--- src/hdl/ods_params.svh ---
`ifndef ODS_PARAMS_SVH
`define ODS_PARAMS_SVH
`define ODS_IDX_HP 8'h5A
`define ODS_IDX_LINE 8'h5E
`define ODS_ADDR_HP 12'h168
`define ODS_ADDR_LINE 12'h178
`define ODS_ADDR_SEQ_CTRL 12'h400
`define ODS_ADDR_SEQ_WAIT 12'h404
`define ODS_ADDR_SEQ_STAT 12'h408
`define ODS_BIT_L_SHORT 7
`define ODS_BIT_L_OUT 6
`define ODS_BIT_L_MID 5
`define ODS_BIT_L_IN 4
`define ODS_BIT_R_SHORT 3
`define ODS_BIT_R_OUT 2
`define ODS_BIT_R_MID 1
`define ODS_BIT_R_IN 0
`define ODS_RST_CTRL 8'h00
`define ODS_MIN_DELAY_US 20
`define ODS_CLK_MHZ 50
`define ODS_MIN_DELAY_CYC 16'((`ODS_MIN_DELAY_US * `ODS_CLK_MHZ))
`endif

--- src/hdl/ods_pkg.sv ---
package ods_pkg;
    typedef enum logic [2:0] {
        SEQ_IDLE,
        SEQ_INPUT,
        SEQ_WAIT,
        SEQ_MID,
        SEQ_DCWAIT,
        SEQ_OUT,
        SEQ_SHORT,
        SEQ_OFF
    } ods_state_t;
    typedef logic [7:0] ods_ctrl_t;
endpackage : ods_pkg

--- src/hdl/ods_sequencer.sv ---
// The implementer's own choice: register access over AXI4-Lite.
`timescale 1ns/1ns
`include "ods_params.svh"
module ods_sequencer (
    input wire logic clock,
    input wire logic nrst,
    input wire logic [11:0] s_axi_awaddr,
    input wire logic s_axi_awvalid,
    output logic s_axi_awready,
    input wire logic [31:0] s_axi_wdata,
    input wire logic [3:0] s_axi_wstrb,
    input wire logic s_axi_wvalid,
    output logic s_axi_wready,
    output logic [1:0] s_axi_bresp,
    output logic s_axi_bvalid,
    input wire logic s_axi_bready,
    input wire logic [11:0] s_axi_araddr,
    input wire logic s_axi_arvalid,
    output logic s_axi_arready,
    output logic [31:0] s_axi_rdata,
    output logic [1:0] s_axi_rresp,
    output logic s_axi_rvalid,
    input wire logic s_axi_rready,
    input wire logic dcCorrectionDone,
    output logic dcCorrectionStart,
    output ods_pkg::ods_ctrl_t hpCtrl,
    output ods_pkg::ods_ctrl_t lineCtrl
);
    import ods_pkg::*;

    ods_state_t state;
    ods_state_t next_state;
    ods_ctrl_t hpReg;
    ods_ctrl_t lineReg;
    logic [15:0] waitCount;
    logic [15:0] waitLoad;
    logic seqLine;
    logic awHeld;
    logic wHeld;
    logic [11:0] awAddr;
    logic [31:0] wData;
    logic [3:0] wStrb;
    logic offPending;

    // Stage masks for one output pair, both channels at once.
    localparam ods_ctrl_t IN_MASK = 8'h11;
    localparam ods_ctrl_t MID_MASK = 8'h22;
    localparam ods_ctrl_t OUT_MASK = 8'h44;
    localparam ods_ctrl_t SHORT_MASK = 8'h88;

    function automatic logic isMapped(input logic [11:0] a);
        isMapped = (a == `ODS_ADDR_HP) || (a == `ODS_ADDR_LINE) ||
            (a == `ODS_ADDR_SEQ_CTRL) || (a == `ODS_ADDR_SEQ_WAIT) ||
            (a == `ODS_ADDR_SEQ_STAT);
    endfunction : isMapped

    function automatic ods_ctrl_t stepBits(input ods_ctrl_t cur, input ods_state_t st);
        unique case (st)
            SEQ_INPUT: stepBits = cur | IN_MASK;
            SEQ_MID: stepBits = cur | MID_MASK;
            SEQ_OUT: stepBits = cur | OUT_MASK;
            SEQ_SHORT: stepBits = cur | SHORT_MASK;
            SEQ_OFF: stepBits = cur & ~SHORT_MASK;
            SEQ_IDLE: stepBits = cur;
            SEQ_WAIT: stepBits = cur;
            SEQ_DCWAIT: stepBits = cur;
        endcase
    endfunction : stepBits

    wire writeFire = awHeld && wHeld && !s_axi_bvalid;
    wire busy = (state != SEQ_IDLE);
    wire lowLane = wStrb[0];
    wire wrHp = writeFire && lowLane && (awAddr == `ODS_ADDR_HP);
    wire wrLine = writeFire && lowLane && (awAddr == `ODS_ADDR_LINE);
    wire wrWait = writeFire && (awAddr == `ODS_ADDR_SEQ_WAIT);
    wire wrCtrl = writeFire && lowLane && (awAddr == `ODS_ADDR_SEQ_CTRL);
    wire startUp = wrCtrl && !busy && wData[0];
    wire shutDown = wrCtrl && !busy && wData[1];
    wire waitDone = (waitCount == 16'h0000);
    wire [15:0] newWait = {wStrb[1] ? wData[15:8] : waitLoad[15:8],
        wStrb[0] ? wData[7:0] : waitLoad[7:0]};
    ods_ctrl_t targetReg;
    assign targetReg = seqLine ? lineReg : hpReg;
    ods_ctrl_t stepped;
    assign stepped = stepBits(targetReg, state);

    assign s_axi_awready = !awHeld;
    assign s_axi_wready = !wHeld;
    assign s_axi_arready = !s_axi_rvalid;
    assign dcCorrectionStart = (state == SEQ_DCWAIT);
    assign hpCtrl = hpReg;
    assign lineCtrl = lineReg;

    // Enable walks input, wait, mid, DC, out, short; disable clears short then all.
    always_comb begin
        next_state = state;
        unique case (state)
            SEQ_IDLE: begin
                if (startUp) next_state = SEQ_INPUT;
                else if (shutDown) next_state = SEQ_OFF;
            end
            SEQ_INPUT: next_state = SEQ_WAIT;
            SEQ_WAIT: if (waitDone) next_state = SEQ_MID;
            SEQ_MID: next_state = SEQ_DCWAIT;
            SEQ_DCWAIT: if (dcCorrectionDone) next_state = SEQ_OUT;
            SEQ_OUT: next_state = SEQ_SHORT;
            SEQ_SHORT: next_state = SEQ_IDLE;
            SEQ_OFF: next_state = SEQ_IDLE;
        endcase
    end

    always_ff @(posedge clock or negedge nrst) begin
        if (!nrst) begin
            state <= SEQ_IDLE;
            seqLine <= 1'b0;
            waitCount <= 16'h0000;
        end else begin
            state <= next_state;
            if (!busy && wrCtrl) seqLine <= wData[2];
            if (state == SEQ_INPUT) waitCount <= waitLoad - 16'h0001;
            else if (!waitDone) waitCount <= waitCount - 16'h0001;
        end
    end

    always_ff @(posedge clock or negedge nrst) begin
        if (!nrst) begin
            waitLoad <= `ODS_MIN_DELAY_CYC;
        end else if (wrWait) begin
            // Zero would wrap the count to 16'hFFFF, the longest wait, so it is held at one cycle.
            waitLoad <= (newWait == 16'h0000) ? 16'h0001 : newWait;
        end
    end

    // Software writes are ignored while the sequencer owns the bits.
    always_ff @(posedge clock or negedge nrst) begin
        if (!nrst) begin
            hpReg <= `ODS_RST_CTRL;
            lineReg <= `ODS_RST_CTRL;
        end else if (busy) begin
            if (state == SEQ_OFF) begin
                if (seqLine) lineReg <= lineReg & ~SHORT_MASK;
                else hpReg <= hpReg & ~SHORT_MASK;
            end else if (seqLine) lineReg <= stepped;
            else hpReg <= stepped;
        end else if (wrHp) begin
            hpReg <= wData[7:0];
        end else if (wrLine) begin
            lineReg <= wData[7:0];
        end else if (state == SEQ_IDLE && next_state == SEQ_IDLE && offPending) begin
            if (seqLine) lineReg <= 8'h00;
            else hpReg <= 8'h00;
        end
    end

    // Second disable step lands the cycle after the short is applied.
    always_ff @(posedge clock or negedge nrst) begin
        if (!nrst) offPending <= 1'b0;
        else offPending <= (state == SEQ_OFF);
    end

    always_ff @(posedge clock or negedge nrst) begin
        if (!nrst) begin
            awHeld <= 1'b0;
            wHeld <= 1'b0;
            awAddr <= 12'h000;
            wData <= 32'h00000000;
            wStrb <= 4'h0;
            s_axi_bvalid <= 1'b0;
            s_axi_bresp <= 2'h0;
        end else begin
            if (s_axi_awvalid && !awHeld) begin
                awHeld <= 1'b1;
                awAddr <= s_axi_awaddr;
            end
            if (s_axi_wvalid && !wHeld) begin
                wHeld <= 1'b1;
                wData <= s_axi_wdata;
                wStrb <= s_axi_wstrb;
            end
            if (writeFire) begin
                awHeld <= 1'b0;
                wHeld <= 1'b0;
                s_axi_bvalid <= 1'b1;
                s_axi_bresp <= isMapped(awAddr) ? 2'h0 : 2'h2;
            end else if (s_axi_bready) begin
                s_axi_bvalid <= 1'b0;
            end
        end
    end

    wire [31:0] readWord =
        (s_axi_araddr == `ODS_ADDR_HP) ? {24'h000000, hpReg} :
        (s_axi_araddr == `ODS_ADDR_LINE) ? {24'h000000, lineReg} :
        (s_axi_araddr == `ODS_ADDR_SEQ_CTRL) ? {29'h00000000, seqLine, 2'h0} :
        (s_axi_araddr == `ODS_ADDR_SEQ_WAIT) ? {16'h0000, waitLoad} :
        (s_axi_araddr == `ODS_ADDR_SEQ_STAT) ? {28'h0000000, busy, 3'(state)} :
        32'h00000000;

    always_ff @(posedge clock or negedge nrst) begin
        if (!nrst) begin
            s_axi_rvalid <= 1'b0;
            s_axi_rdata <= 32'h00000000;
            s_axi_rresp <= 2'h0;
        end else if (s_axi_arvalid && !s_axi_rvalid) begin
            s_axi_rvalid <= 1'b1;
            s_axi_rdata <= readWord;
            s_axi_rresp <= isMapped(s_axi_araddr) ? 2'h0 : 2'h2;
        end else if (s_axi_rready) begin
            s_axi_rvalid <= 1'b0;
        end
    end

    a_short_reset: assert property (
        @(posedge clock)
        $rose(nrst) |-> hpCtrl == 8'h00 && lineCtrl == 8'h00)
        else $error("short not applied after reset");

    a_mid_after_wait: assert property (
        @(posedge clock) disable iff (!nrst)
        (state == SEQ_INPUT) |=> (state == SEQ_WAIT) [*1] ##1
        (state != SEQ_MID || $past(waitDone)))
        else $error("mid stage before wait");

    a_wait_length: assert property (
        @(posedge clock) disable iff (!nrst)
        (state == SEQ_INPUT && waitLoad == `ODS_MIN_DELAY_CYC) |=> (state == SEQ_WAIT) [*8])
        else $error("wait cut short");

    a_wait_reload: assert property (
        @(posedge clock) disable iff (!nrst)
        (state == SEQ_INPUT) |=> waitCount == $past(waitLoad) - 16'h0001)
        else $error("wait counter not loaded");

    a_out_needs_dc: assert property (
        @(posedge clock) disable iff (!nrst)
        (state == SEQ_DCWAIT && !dcCorrectionDone) |=> state == SEQ_DCWAIT)
        else $error("output stage before DC done");

    a_dc_in_order: assert property (
        @(posedge clock) disable iff (!nrst)
        $rose(dcCorrectionStart) |-> $past(state) == SEQ_MID)
        else $error("DC correction out of order");

    a_out_after_dc: assert property (
        @(posedge clock) disable iff (!nrst)
        $rose(state == SEQ_OUT) |-> $past(dcCorrectionDone))
        else $error("output stage without DC done");

    a_start_order: assert property (
        @(posedge clock) disable iff (!nrst)
        (state == SEQ_OUT) |=> (state == SEQ_SHORT) ##1 (state == SEQ_IDLE))
        else $error("enable order broken");

    a_short_last: assert property (
        @(posedge clock) disable iff (!nrst)
        (state == SEQ_SHORT && !seqLine) |=> hpCtrl == 8'hFF)
        else $error("short released before stages");

    a_short_first: assert property (
        @(posedge clock) disable iff (!nrst)
        (state == SEQ_OFF) |=> ((seqLine ? lineCtrl : hpCtrl) & SHORT_MASK) == 8'h00)
        else $error("short not reapplied");

    a_all_off: assert property (
        @(posedge clock) disable iff (!nrst)
        (state == SEQ_OFF) ##1 !wrHp && !wrLine |=> (seqLine ? lineCtrl : hpCtrl) == 8'h00)
        else $error("stages not cleared");

    a_busy_locks_hp: assert property (
        @(posedge clock) disable iff (!nrst)
        (busy && seqLine) |=> $stable(hpCtrl))
        else $error("hp bits moved during line run");

    a_hp_write: assert property (
        @(posedge clock) disable iff (!nrst)
        (wrHp && !busy) |=> hpCtrl == $past(wData[7:0]))
        else $error("hp register not stored");

    a_line_write: assert property (
        @(posedge clock) disable iff (!nrst)
        (wrLine && !busy && !wrHp) |=> lineCtrl == $past(wData[7:0]))
        else $error("line register not stored");

    a_bvalid_holds: assert property (
        @(posedge clock) disable iff (!nrst)
        (s_axi_bvalid && !s_axi_bready) |=> s_axi_bvalid && $stable(s_axi_bresp))
        else $error("write response dropped early");

    a_rvalid_holds: assert property (
        @(posedge clock) disable iff (!nrst)
        (s_axi_rvalid && !s_axi_rready) |=> s_axi_rvalid && $stable(s_axi_rdata))
        else $error("read data dropped early");

    a_unmapped_err: assert property (
        @(posedge clock) disable iff (!nrst)
        (s_axi_arvalid && !s_axi_rvalid && !isMapped(s_axi_araddr)) |=> s_axi_rresp == 2'h2)
        else $error("unmapped read not refused");
endmodule : ods_sequencer

--- config.mk ---
export PLATFORM = sky130hd
export DESIGN_NAME = ods_sequencer
export DESIGN_NICKNAME = d
export VERILOG_FILES = /design/src/hdl/ods_pkg.sv /design/src/hdl/ods_sequencer.sv
export VERILOG_INCLUDE_DIRS = /design/src /design/src/hdl
export SDC_FILE = /design/constraint.sdc
export NUM_CORES = 1
export LEC_CHECK = 0
export BUFFER_PORTS_ARGS = -buffer_cell sky130_fd_sc_hd__buf_2
export CAP_MARGIN = 15
export CORE_MARGIN = 1
export CORE_UTILIZATION = 55
export DETAILED_ROUTE_END_ITERATION = 6
export GPL_TIMING_DRIVEN = 0
export MAX_ROUTING_LAYER = met4
export PLACE_DENSITY = 0.81
export SYNTH_ARGS = -nofsm -noshare
export SYNTH_HDL_FRONTEND = slang
export SYNTH_SLANG_ARGS = --single-unit
--- constraint.sdc ---
create_clock -name clock -period 3.42 [get_ports clock]
set_clock_uncertainty 0.2 [all_clocks]
set_input_delay 0.513 -clock clock [delete_from_list [all_inputs] [get_ports clock]]
set_output_delay 0.513 -clock clock [all_outputs]
set_load 0.02 [all_outputs]
-- After elaboration in Yosys (flattened, before gate mapping)
Index checks and enable logic that the tools add are counted.
- flip-flop bits (word level): 123
- bits of input ports: 68
- output and inout port bits: 58
- $add $sub $neg: 2
- equality and inequality tests: 24
- muxes and demuxes: 43
- reductions and logical operators: 46
- operator list (kind ; number):
    $mux W8 ; 19
    $mux W16 ; 7
    $eq A12 B11 Y1 const B ; 6
    $eq A12 B9 Y1 const B ; 4
    $pmux W8 S5 ; 1
    $logic_not A16 Y1 ; 2
    $sub A16 B1 Y16 const B ; 2
    $pmux W3 S7 ; 1
    $logic_and A1 B1 Y1 ; 15
    $eq A3 B3 Y1 const B ; 4
    $mux W3 ; 4
    $reduce_bool A3 Y1 ; 4
    $reduce_and A5 Y1 ; 2
    $logic_or A1 B1 Y1 ; 8
    $mux W1 ; 8
    $ne A2 B2 Y1 const B ; 4
    $reduce_and A4 Y1 ; 2
    $reduce_bool A2 Y1 ; 4
    $eq A3 B2 Y1 const B ; 2
    $logic_not A3 Y1 ; 2
    $logic_not A1 Y1 ; 5
    $mux W2 ; 2
    $mux W4 ; 1
    $eq A3 B1 Y1 const B ; 1
    other kinds (5) ; 5

-- Logic depth before layout (Yosys ltp)
Gate-level depths: netlist (run 1).
- depth in word-level cells: 16
- mapped depth: 12
- depth with buffers taken out: 10

-- Worst setup path after synthesis (run 1)
OpenSTA, ideal clock, no wires.
- path type: reg2reg
- from: register state[1]
- to: register waitCount[12]
- data arrival time: 2.817 ns
- data required time: 3.082 ns
- path slack: 0.266 ns
- stages on the path, launching flop included: 13
- buffers on the path: 3
- period minus slack after synthesis: 3.154 ns
- cell sequence: dfrtp_1 -> clkbuf_1 -> nor3b_1 -> clkbuf_1 -> clkbuf_1 -> mux2i_1 -> ha_1 -> nor3b_1 -> nand4_1 -> nand2_1 -> o21a_1 -> xnor2_1 -> o22ai_1
- longest elaborated chain between the ends: 2
- elaborated cells between the ends (all ways): 3
- classes of those cells: eq/ne (2); mux (1)
- ends and longest elaborated chain (element ; line ; text):
    start: declaration ; ods_sequencer.sv:31 ; ods_state_t state;
    start signal: assignment ; ods_sequencer.sv:118 ; state <= next_state;
    $eq A3 B1 Y1 (*) ; ods_sequencer.sv:120 ; if (state == SEQ_INPUT) waitCount <= waitLoad - 16'h0001;
    $ne A2 B1 Y1 (no source line) / $mux W16 (equally long branches) ; - ;
    end signal: assignment ; ods_sequencer.sv:120 ;
    end signal: assignment ; ods_sequencer.sv:121 ; else if (!waitDone) waitCount <= waitCount - 16'h0001;
    end: declaration ; ods_sequencer.sv:35 ; logic [15:0] waitCount;
Every way passes the cells marked *; elsewhere a longest branch is shown, timed or not.
A chain may end at the register's enable or synchronous reset.

-- Worst setup path in the final report (run 1)
Ends and elaborated chain as after synthesis.

==> results.ini, run 1 <==
[run_status]
outcome = completed

[logic_synthesis]
yosysTopAreaCell = dfrtp_1
ys_types = 61
synthMostInstantiatedCell = dfrtp_1
netlist_area_sq_um = 5580
ys_top_cells_by_area = dfrtp_1 (44%), mux2_2 (9.5%), nand2_1 (3.8%)
synth_top_area_share = 0.444
synthArstFlopShare = 1.00
avgSynthCellArea_sq_um = 9.88
ys_ff_latch = 105
postSynthCellCount = 565
synth_flop_cell = dfrtp_1
synthTopCellsByCount = dfrtp_1 (99), nand2_1 (57), mux2_2 (47)
synth_edf_count = 0
yosysWarnings = 0
ys_seq_area_frac = 0.472

[setup_path]
r2r_setup_slack_ps = 280
r2r_cells = 11
critical-path-slowest-cell = dfrtp_2
cp-start-kind = flop
crit_fanout = 10
r2r-start = state[1]
cp_top_family = simple AND/OR/NAND/NOR gates
crit_path_end_kind = flop
critPathMaxStageDelay_ps = 500
critPathRequiredTime_ps = 3450
r2r_end = waitCount[12]
crit_chain = nor3b_4 > buf_2 > clkbuf_2 > mux2i_1 > ha_1 > nor3b_1 > nand4_1 > nand2_2 > o21a_1 > xnor2_1 > o22ai_1
critical_path_class = flop to flop
crit_buf_inv = 2
arrival_ps = 3170

[floorplanning]
die_h_um = 103
die_area_sq_um = 10600
start_util = 0.568
die_w_um = 103
core-area_sq_um = 9820
pin_count = 126
rows = 36

[sta]
finalHoldViolCount = 0
tightest_slew_ps = 1150
slew_violations = 0
whs_ps = 118
slew_headroom = 0.228
finalCritPeriodShare = 0.919
setup_viol = 0
clock.fmax_mhz = 318
period_minus_slack_ps = 3140
rsz0062_at_grt = no

[routing]
drt_first_pass_iters = 5
ant_nets = 0
vias_per_cell = 5.87
routed_wl_um = 13900
remaining_drc_errors = 0
routedWlPerCell_um = 16.8
vias = 4835
drt-initial-drc-count = 362

[layout]
diodes = 0
layout.nets = 755
register_area_sq_um = 2640
post-route-util = 0.668
fill_cells = 837
area_growth_pct = 17.6
multi_input_area_sq_um = 2730
drive_above_1_share = 0.291

[place]
numPortBuffers = 89
hpwl_um = 10200
gp_congestion = 0.923

[global_route]
grt_overflow = 0
first_global_vias = 4529
grt_max_degree = 64
grt_pass1_wl_um = 22400
grt.total_usage = 0.288
antenna_found_initial = 0

[power]
combPwrFrac = 0.298
ir_drop_uv = 410
power.internal_mw = 2.60
power.total_mw = 4.03
switching_power_mw = 1.43
p_leak_nw = 2.90
clkPwrFrac = 0.210
pwr-share-seq = 0.492
p_per_area_nw_per_um2 = 614
p_sw_frac = 0.354

[clock_tree]
htree_levels = 3
cts_buffer_depth = 2
cts_buffers = 9
cts_tree = done
clk_latency_ps = 370
cts_sinks = 105
cts_root_buf = clkbuf_8
clkTransAtPathRegs_ps = 100

[min_path]
min_to = s_axi_bvalid
whs_path_depth = 2
hold_path.class = input port to flop
worstHoldStart = s_axi_bready

[run]
maxCapViolations = 0

==> worst reg2reg max path: cells and delay by family, from the launching register on <==
kind / cells / cell delay, ps
compound gates: 2 / 280
xor+xnor: 1 / 130
fa+ha+maj: 1 / 250
buf+inv: 2 / 560
flops: 1 / 500
mux: 1 / 220
simple gates: 4 / 860
==> worst max path at each step <==
| stage | start | end | slack [ps] | cells past startpoint |
|---|---|---|---|---|
| 6_report | state[1] | waitCount[12] | 280 | 11 |
| 5_1_grt | state[1] | waitCount[12] | 40 | 11 |
| 4_1_cts | state[1] | waitCount[12] | 70 | 12 |
| 3_5_place_dp | state[1] | waitCount[12] | -380 | 12 |
| 3_3_place_gp | state[1] | waitCount[12] | -330 | 12 |
| 2_1_floorplan | state[1] | waitCount[12] | 270 | 12 |
==> per-stage QoR <==
stage / area, sq um / instances / setup WS [ps] / TNS, ps
6_report: 6560 / 823 / 278 / 0
5_1_grt: 6560 / 823 / 37.0 / 0
4_1_cts: 6530 / 821 / 74.9 / 0
3_5_place_dp: 6290 / 805 / -376 / -1270
3_3_place_gp: 6260 / 804 / -327 / -974
2_1_floorplan: 5650 / 582 / 266 / 0
==> metal layers <==
metal  track usage  wire (um)  up-vias
met4         0.124        282        0
met5             -          0        -
met2         0.449       6720      224
li1              -          -     2275
met1         0.383       5950     2308
met3        0.0353        900       28
==> power by group through the flow <==
stage / Combinational, mW / Sequential [mW] / Clock (mW)
detailed placement: 1.20 / 1.99 / 0
global placement: 1.15 / 1.96 / 0
global route: 1.32 / 2.02 / 0.897
floorplan: 0.868 / 1.92 / 0
CTS: 1.20 / 1.96 / 0.854
finish: 1.20 / 1.98 / 0.844
==> registers in the layout, indices dropped and copies added (netlist names) <==
name and count:
s_axi_rdata 16, wData 16, waitCount 16, waitLoad 16
awAddr 12, hpCtrl 8, lineCtrl 8, state 3
wStrb 2, awHeld 1, offPending 1, s_axi_bresp 1
s_axi_bvalid 1, s_axi_rresp 1, s_axi_rvalid 1, seqLine 1
wHeld 1
==> layout by cell type (no fill, tap or decap), types with 9 or more instances in the layout <==
cell and instances:
a21oi_1 39, dfrtp_1 98, mux2_2 47, buf_4 21
nand3_1 17, o22ai_1 9, nor4_1 16, clkbuf_1 18
buf_2 90, conb_1 18, nor2_1 37, xnor2_1 17
o21ai_0 29, clkbuf_8 10, nand2_1 56, mux2i_1 11
a2bb2oi_1 13, inv_1 10, nor3_1 24
==> final cells by class <==
class | instances | area share
Sequential cell | 105 | 0.402
Clock buffer | 10 | 0.0210
Timing Repair Buffer | 94 | 0.0770
Multi-Input combinational cell | 419 | 0.417
Inverter | 11 | 0.00629
Buffer | 46 | 0.0397
Tap cell | 133 | 0.0254
Clock inverter | 5 | 0.0122
==> cells by family after synthesis <==
group,share of synthesized area
AOI/OAI and AO/OA,0.145
buffers and inverters,0.0540
adders and majority gates,0.00224
and+or+nand+nor,0.183
DFF,0.472
xor gates and xnor gates,0.0282
muxes,0.115
other,0.000672
==> timing repair <==
action,in CTS,in global routing
hold buffers,1,0
endpoints found under the setup margin,6,4
hold endpoints to repair,38,0
setup buffers,0,2
pin swaps,0,1
resized for setup,3,8
Power figures use the tool's default switching activity.
==> run 2: changes to the inputs <==
--- a/config.mk
+++ b/config.mk
@@ -8,12 +8,14 @@
 export LEC_CHECK = 0
 export BUFFER_PORTS_ARGS = -buffer_cell sky130_fd_sc_hd__buf_2
 export CAP_MARGIN = 15
+export CELL_PAD_IN_SITES_DETAIL_PLACEMENT = 2
+export CELL_PAD_IN_SITES_GLOBAL_PLACEMENT = 2
 export CORE_MARGIN = 1
-export CORE_UTILIZATION = 55
+export CORE_UTILIZATION = 34
 export DETAILED_ROUTE_END_ITERATION = 6
 export GPL_TIMING_DRIVEN = 0
 export MAX_ROUTING_LAYER = met4
-export PLACE_DENSITY = 0.81
+export PLACE_DENSITY_LB_ADDON = 0.1
 export SYNTH_ARGS = -nofsm -noshare
 export SYNTH_HDL_FRONTEND = slang
 export SYNTH_SLANG_ARGS = --single-unit
==> results.ini, run 2 (synthesis gave the netlist of run 1 again) <==
[run_status]
outcome = completed

[routing]
drt_first_pass_iters = 5  ; unchanged
vias_per_cell = 5.40  ; -8.1%
wl_met3_um = 602  ; -33%
ant_nets = 0  ; unchanged
vias = 4888  ; +1.1%
wl_met1_um = 8190  ; +38%
highest_layer = met4
drt-initial-drc-count = 168  ; -54%
met2_length_um = 9440  ; +40%
routed_wl_um = 18500  ; +34%
remaining_drc_errors = 0  ; unchanged
routedWlPerCell_um = 20.5  ; +22%

[layout]
most-common-layout-cells = dfrtp_1 (98), buf_2 (90), nand2_1 (57), mux2_2 (47), a21oi_1 (38)
layout.cells.non_filler = 905  ; +10%
layout.nets = 754  ; -0.13%
diodes = 0  ; unchanged
area_growth_pct = 20.6
drive_above_1_share = 0.290  ; -0.00103
post-route-util = 0.422  ; -0.246
layout_commonest_cell = dfrtp_1

[floorplanning]
die_area_sq_um = 16900  ; +60%
core-area_sq_um = 15900  ; +62%
start_util = 0.350  ; -0.218
die_w_um = 130  ; +27%
pin_count = 126  ; unchanged
rows = 46  ; +28%
die_h_um = 130  ; +27%

[setup_path]
critPathMaxStageDelay_ps = 510  ; about the same
crit_path_end_kind = flop
r2r_end = waitCount[12]
critical_path_class = flop to flop
crit_fanout = 10  ; unchanged
arrival_ps = 3250  ; +80 ps
r2r_cells = 11  ; unchanged
crit_chain = nor3b_4 > clkbuf_2 > clkbuf_4 > mux2i_1 > ha_1 > nor3b_1 > nand4_1 > nand2_1 > o21a_1 > xnor2_1 > o22ai_1
critical-path-slowest-cell = dfrtp_2
r2r_setup_slack_ps = 180  ; -100 ps
critPathRequiredTime_ps = 3430  ; -20 ps
cp-start-kind = flop
r2r-start = state[1]

[sta]
clock.fmax_mhz = 308  ; -3.1%
setup_viol = 0  ; unchanged
finalHoldViolCount = 0  ; unchanged
period_minus_slack_ps = 3240  ; +101 ps
tightest_slew_ps = 1060  ; -89.2 ps
slew_headroom = 0.286  ; +0.0576
finalCritPeriodShare = 0.948  ; +0.0295
slew_violations = 0  ; unchanged

[place]
gp_congestion = 0.812  ; -12%
dp_cells = 889  ; +10%
hpwl_um = 13900  ; +36%
numPortBuffers = 89  ; unchanged

[run]
maxCapViolations = 0  ; unchanged

[global_route]
grt_pass1_wl_um = 29000  ; +29%
first_global_vias = 5285  ; +17%
grt.total_usage = 0.236  ; -0.0524
grt_max_degree = 60  ; -6.3%
antenna_found_initial = 0  ; unchanged
grt_overflow = 0  ; unchanged

[clock_tree]
cts_tree = done
cts_buffer_depth = 2  ; unchanged
clkTransAtPathRegs_ps = 70  ; -30 ps
clk_latency_ps = 350  ; -20 ps
cts_root_buf = clkbuf_16
cts_sinks = 105  ; unchanged
cts_buffers = 9  ; unchanged
htree_levels = 3  ; unchanged

[power]
p_per_area_nw_per_um2 = 644  ; +5.0%
power.total_mw = 4.34  ; +7.7%
ir_drop_uv = 279  ; -32%
p_leak_nw = 2.94  ; +1.2%

[min_path]
hold_path.class = input port to async pin

==> run 2: cell count changes in the layout (fill, tap and decap cells not counted), sizes merged <==
| cell | before | now |
|---|---|---|
| clkinvlp | 2 | 1 |
| bufinv | 2 | 1 |
| dlygate4sd3 | 1 | 0 |
| clkinv | 2 | 4 |
==> run 2: how the worst max path moves through the flow <==
stage / start / to / slack [ps] / depth (start not counted)
floorplan: state[1] / waitCount[12] / 270 / 12
global placement: state[1] / waitCount[12] / -650 / 12
detailed placement: state[1] / waitCount[12] / -800 / 12
CTS: state[1] / waitCount[12] / 3 / 11
global route: state[1] / waitCount[12] / -9 / 11
finish: state[1] / waitCount[12] / 180 / 11
==> run 2: area by class of cell <==
| cell class | instances | area (sq um) |
|---|---|---|
| clock buffers | 10 | 239 |
| repair buffers | 93 | 495 |
| multi-input cells | 419 | 2730 |
| fillers | 1784 | 9210 |
| clock inverters | 5 | 56.3 |
| plain buffers | 46 | 263 |
| inverters | 11 | 41.3 |
| well taps | 216 | 270 |
| flip-flops and latches | 105 | 2640 |
==> run 2: per-layer routing <==
| metal | vias up | global-route usage |
|---|---|---|
| li1 | 2262 | - |
| met1 | 2495 | 0.286 |
| met2 | 110 | 0.406 |
| met4 | 0 | 0.0684 |
| met3 | 21 | 0.0328 |
| met5 | - | - |
==> run 2: critical path: cells and delay by family, from the launching register on <==
family	cells	cell delay [ps]
xor gates and xnor gates	1	130
adders and majority gates	1	280
muxes	1	240
AOI/OAI and AO/OA	2	310
and+or+nand+nor	4	850
DFF	1	510
buffers and inverters	2	570
==> run 2: power by group <==
group | switching (mW) | internal (mW) | total, mW
Combinational | 0.662 | 0.595 | 1.26
Clock | 0.479 | 0.583 | 1.06
Sequential | 0.438 | 1.58 | 2.02
Total | 1.58 | 2.76 | 4.34
==> run 2: metrics by stage <==
stage / setup slack, ps / area (sq um) / hold slack (ps) / TNS (ps)
global placement: -648 / 6360 / 261 / -2890
finish: 177 / 6730 / 46.5 / 0
floorplan: 266 / 5650 / 17.4 / 0
detailed placement: -802 / 6400 / 270 / -3800
CTS: 2.59 / 6730 / 71.8 / 0
global route: -9.14 / 6730 / 97.4 / -9.14
==> run 2: timing repair <==
item                                    4_1_cts  5_1_grt
hold buffers                                  0        0
pin swaps                                     1        0
endpoints found under the setup margin        8       14
cloned                                        0        0
setup buffers                                 1        0
endpoints found under the hold margin         0        0
resized for setup                             6        2
==> run 3: changes to the inputs <==
--- a/config.mk
+++ b/config.mk
@@ -11,7 +11,8 @@
 export CELL_PAD_IN_SITES_DETAIL_PLACEMENT = 2
 export CELL_PAD_IN_SITES_GLOBAL_PLACEMENT = 2
 export CORE_MARGIN = 1
-export CORE_UTILIZATION = 34
+export CORE_UTILIZATION = 35
+export CTS_BUF_LIST = sky130_fd_sc_hd__clkbuf_2
 export DETAILED_ROUTE_END_ITERATION = 6
 export GPL_TIMING_DRIVEN = 0
 export MAX_ROUTING_LAYER = met4
==> results.ini, run 3 (synthesis gave the netlist of run 1 again) <==
[run_status]
outcome = completed

[setup_path]
crit_chain = or3b_2 > clkbuf_2 > a21oi_1 > ha_2 > nor3b_1 > nand4_1 > nand2_1 > o21a_1 > xnor2_1 > o22ai_1
arrival_ps = 3530  ; +280 ps
crit_fanout = 10  ; unchanged
r2r_cells = 10  ; -1
critPathMaxStageDelay_ps = 550  ; +40 ps
cp-start-kind = flop
r2r_end = waitCount[12]
critPathRequiredTime_ps = 3740  ; +310 ps
crit_buf_inv = 1  ; -1
r2r-start = state[1]
critical-path-slowest-cell = or3b_2
r2r_setup_slack_ps = 210  ; +40 ps
critical_path_class = flop to flop
crit_path_end_kind = flop
cp_top_family = simple AND/OR/NAND/NOR gates

[sta]
finalWorstSetupSlack_ps = 213  ; +36.1 ps
whs_ps = 66.7  ; +20.2 ps
slew_headroom = 0.199  ; -0.0865
finalHoldViolCount = 0  ; unchanged
period_minus_slack_ps = 3210  ; -36.1 ps
clock.fmax_mhz = 312  ; +1.1%
finalCritPeriodShare = 0.938  ; -0.0106
tightest_slew_ps = 1190  ; +132 ps
setup_viol = 0  ; unchanged
rsz0062_at_grt = no
slew_violations = 0  ; unchanged
finalSetupTns_ps = 0  ; unchanged

[layout]
register_area_sq_um = 2640  ; unchanged
fill_cells = 1706  ; -4.4%
layout.cells.non_filler = 939  ; +3.8%
fin_area_sq_um = 6920  ; +2.7%
drive_above_1_share = 0.283  ; -0.00692
multi_input_area_sq_um = 2730  ; +0.14%
layout_commonest_cell = dfrtp_1
area_growth_pct = 23.9
layout.nets = 791  ; +4.9%
most-common-layout-cells = dfrtp_1 (98), buf_2 (89), nand2_1 (57), mux2_2 (47), a21oi_1 (39)
post-route-util = 0.450  ; +0.0277

[global_route]
antenna_found_initial = 1  ; +1
grt_overflow = 0  ; unchanged
grt_max_degree = 71  ; +18%
grt_pass1_wl_um = 30700  ; +5.8%
grt.total_usage = 0.253  ; +0.0170
first_global_vias = 5502  ; +4.1%

[power]
pwr-share-seq = 0.521  ; +0.055
p_per_area_nw_per_um2 = 558  ; -13%
power.internal_mw = 2.30  ; -17%
p_leak_nw = 3.02  ; +2.9%
ir_drop_uv = 301  ; +7.7%
switching_power_mw = 1.55  ; -1.5%
power.total_mw = 3.86  ; -11%
clkPwrFrac = 0.141  ; -0.104
combPwrFrac = 0.337  ; +0.047
p_sw_frac = 0.403  ; +0.0390

[place]
placed_cell_area_sq_um = 6410  ; about the same
numPortBuffers = 89  ; unchanged
pre_cts_ws_ps = -853  ; -51.6 ps
gp_congestion = 0.812  ; about the same
hpwl_um = 13900  ; -0.13%
dp_cells = 884  ; -0.56%

[routing]
routed_wl_um = 19000  ; +2.5%
vias_per_cell = 5.39  ; -0.23%
drt_first_pass_iters = 4  ; -1
vias = 5060  ; +3.5%
ant_nets = 0  ; unchanged
routedWlPerCell_um = 20.2  ; -1.2%
drt-initial-drc-count = 170  ; +1.2%
remaining_drc_errors = 0  ; unchanged

[min_path]
hold_path.class = input port to flop
worstHoldStart = s_axi_araddr[10]
whs_path_depth = 4
min_to = s_axi_rresp[1]

[floorplanning]
start_util = 0.363  ; +0.0130
rows = 45  ; -2.2%
die_w_um = 128  ; -1.4%
pin_count = 126  ; unchanged
die_area_sq_um = 16500  ; -2.8%
core-area_sq_um = 15400  ; -3.6%
die_h_um = 128  ; -1.4%

[run]
maxCapViolations = 0  ; unchanged

[clock_tree]
clkTransAtPathRegs_ps = 280  ; +210 ps
clk_latency_ps = 630  ; +280 ps
cts_buffers = 9  ; unchanged
cts_sinks = 105  ; unchanged
cts_buffer_depth = 2  ; unchanged
htree_levels = 3  ; unchanged
cts_root_buf = clkbuf_2
cts_tree = done

==> run 3: changes by cell type in the layout (fill, tap and decap cells not counted), moves of 2 or more <==
| cell | before | now |
|---|---|---|
| clkbuf_4 | 1 | 3 |
| clkbuf_16 | 9 | 0 |
| clkinv_2 | 2 | 4 |
| dlygate4sd3_1 | 0 | 35 |
| clkbuf_2 | 2 | 11 |
==> run 3: power groups by stage <==
| stage | Sequential [mW] | Clock, mW | Combinational (mW) |
|---|---|---|---|
| 3_3_place_gp | 2.00 | 0 | 1.19 |
| 3_5_place_dp | 2.03 | 0 | 1.27 |
| 5_1_grt | 2.07 | 0.613 | 1.43 |
| 4_1_cts | 2.01 | 0.570 | 1.30 |
| 2_1_floorplan | 1.92 | 0 | 0.868 |
| 6_report | 2.01 | 0.544 | 1.30 |
==> run 3: worst max-delay path by stage <==
stage / start / endpoint / slack, ps / cells past startpoint
CTS: state[1] / waitCount[12] / 50 / 10
detailed placement: state[1] / waitCount[12] / -850 / 12
global route: state[1] / waitCount[12] / 0.1 / 10
global placement: state[1] / waitCount[12] / -630 / 12
floorplan: state[1] / waitCount[12] / 270 / 12
finish: state[1] / waitCount[12] / 210 / 10
==> run 3: routing by layer <==
metal / part of all wire / global-route usage / vias to the layer above
li1: - / - / 2339
met1: 0.44 / 0.301 / 2605
met2: 0.52 / 0.442 / 97
met3: 0.028 / 0.0463 / 19
met4: 0.015 / 0.0554 / 0
met5: 0 / - / -
==> run 3: layout make-up <==
class | instances | area share
tap | 211 | 0.0382
multi-input combinational | 419 | 0.395
clock buffer | 9 | 0.00651
timing repair buffer | 130 | 0.127
clock inverter | 7 | 0.00669
inverter | 11 | 0.00651
buffer | 46 | 0.0385
antenna | 1 | 0.000362
sequential | 105 | 0.381
==> run 3: tightest hold or removal path, stage by stage <==
cell and delay (ps):
buf_2 120, a21oi_1 70, nor2_1 110, o21ai_0 80
==> run 3: timing repair <==
item | CTS | global route
pin swaps | 1 | 0
endpoints found under the setup margin | 7 | 3
hold buffers | 35 | 0
buffers inserted | 1 | 2
hold endpoints to repair | 135 | 0
gates resized for setup | 8 | 5
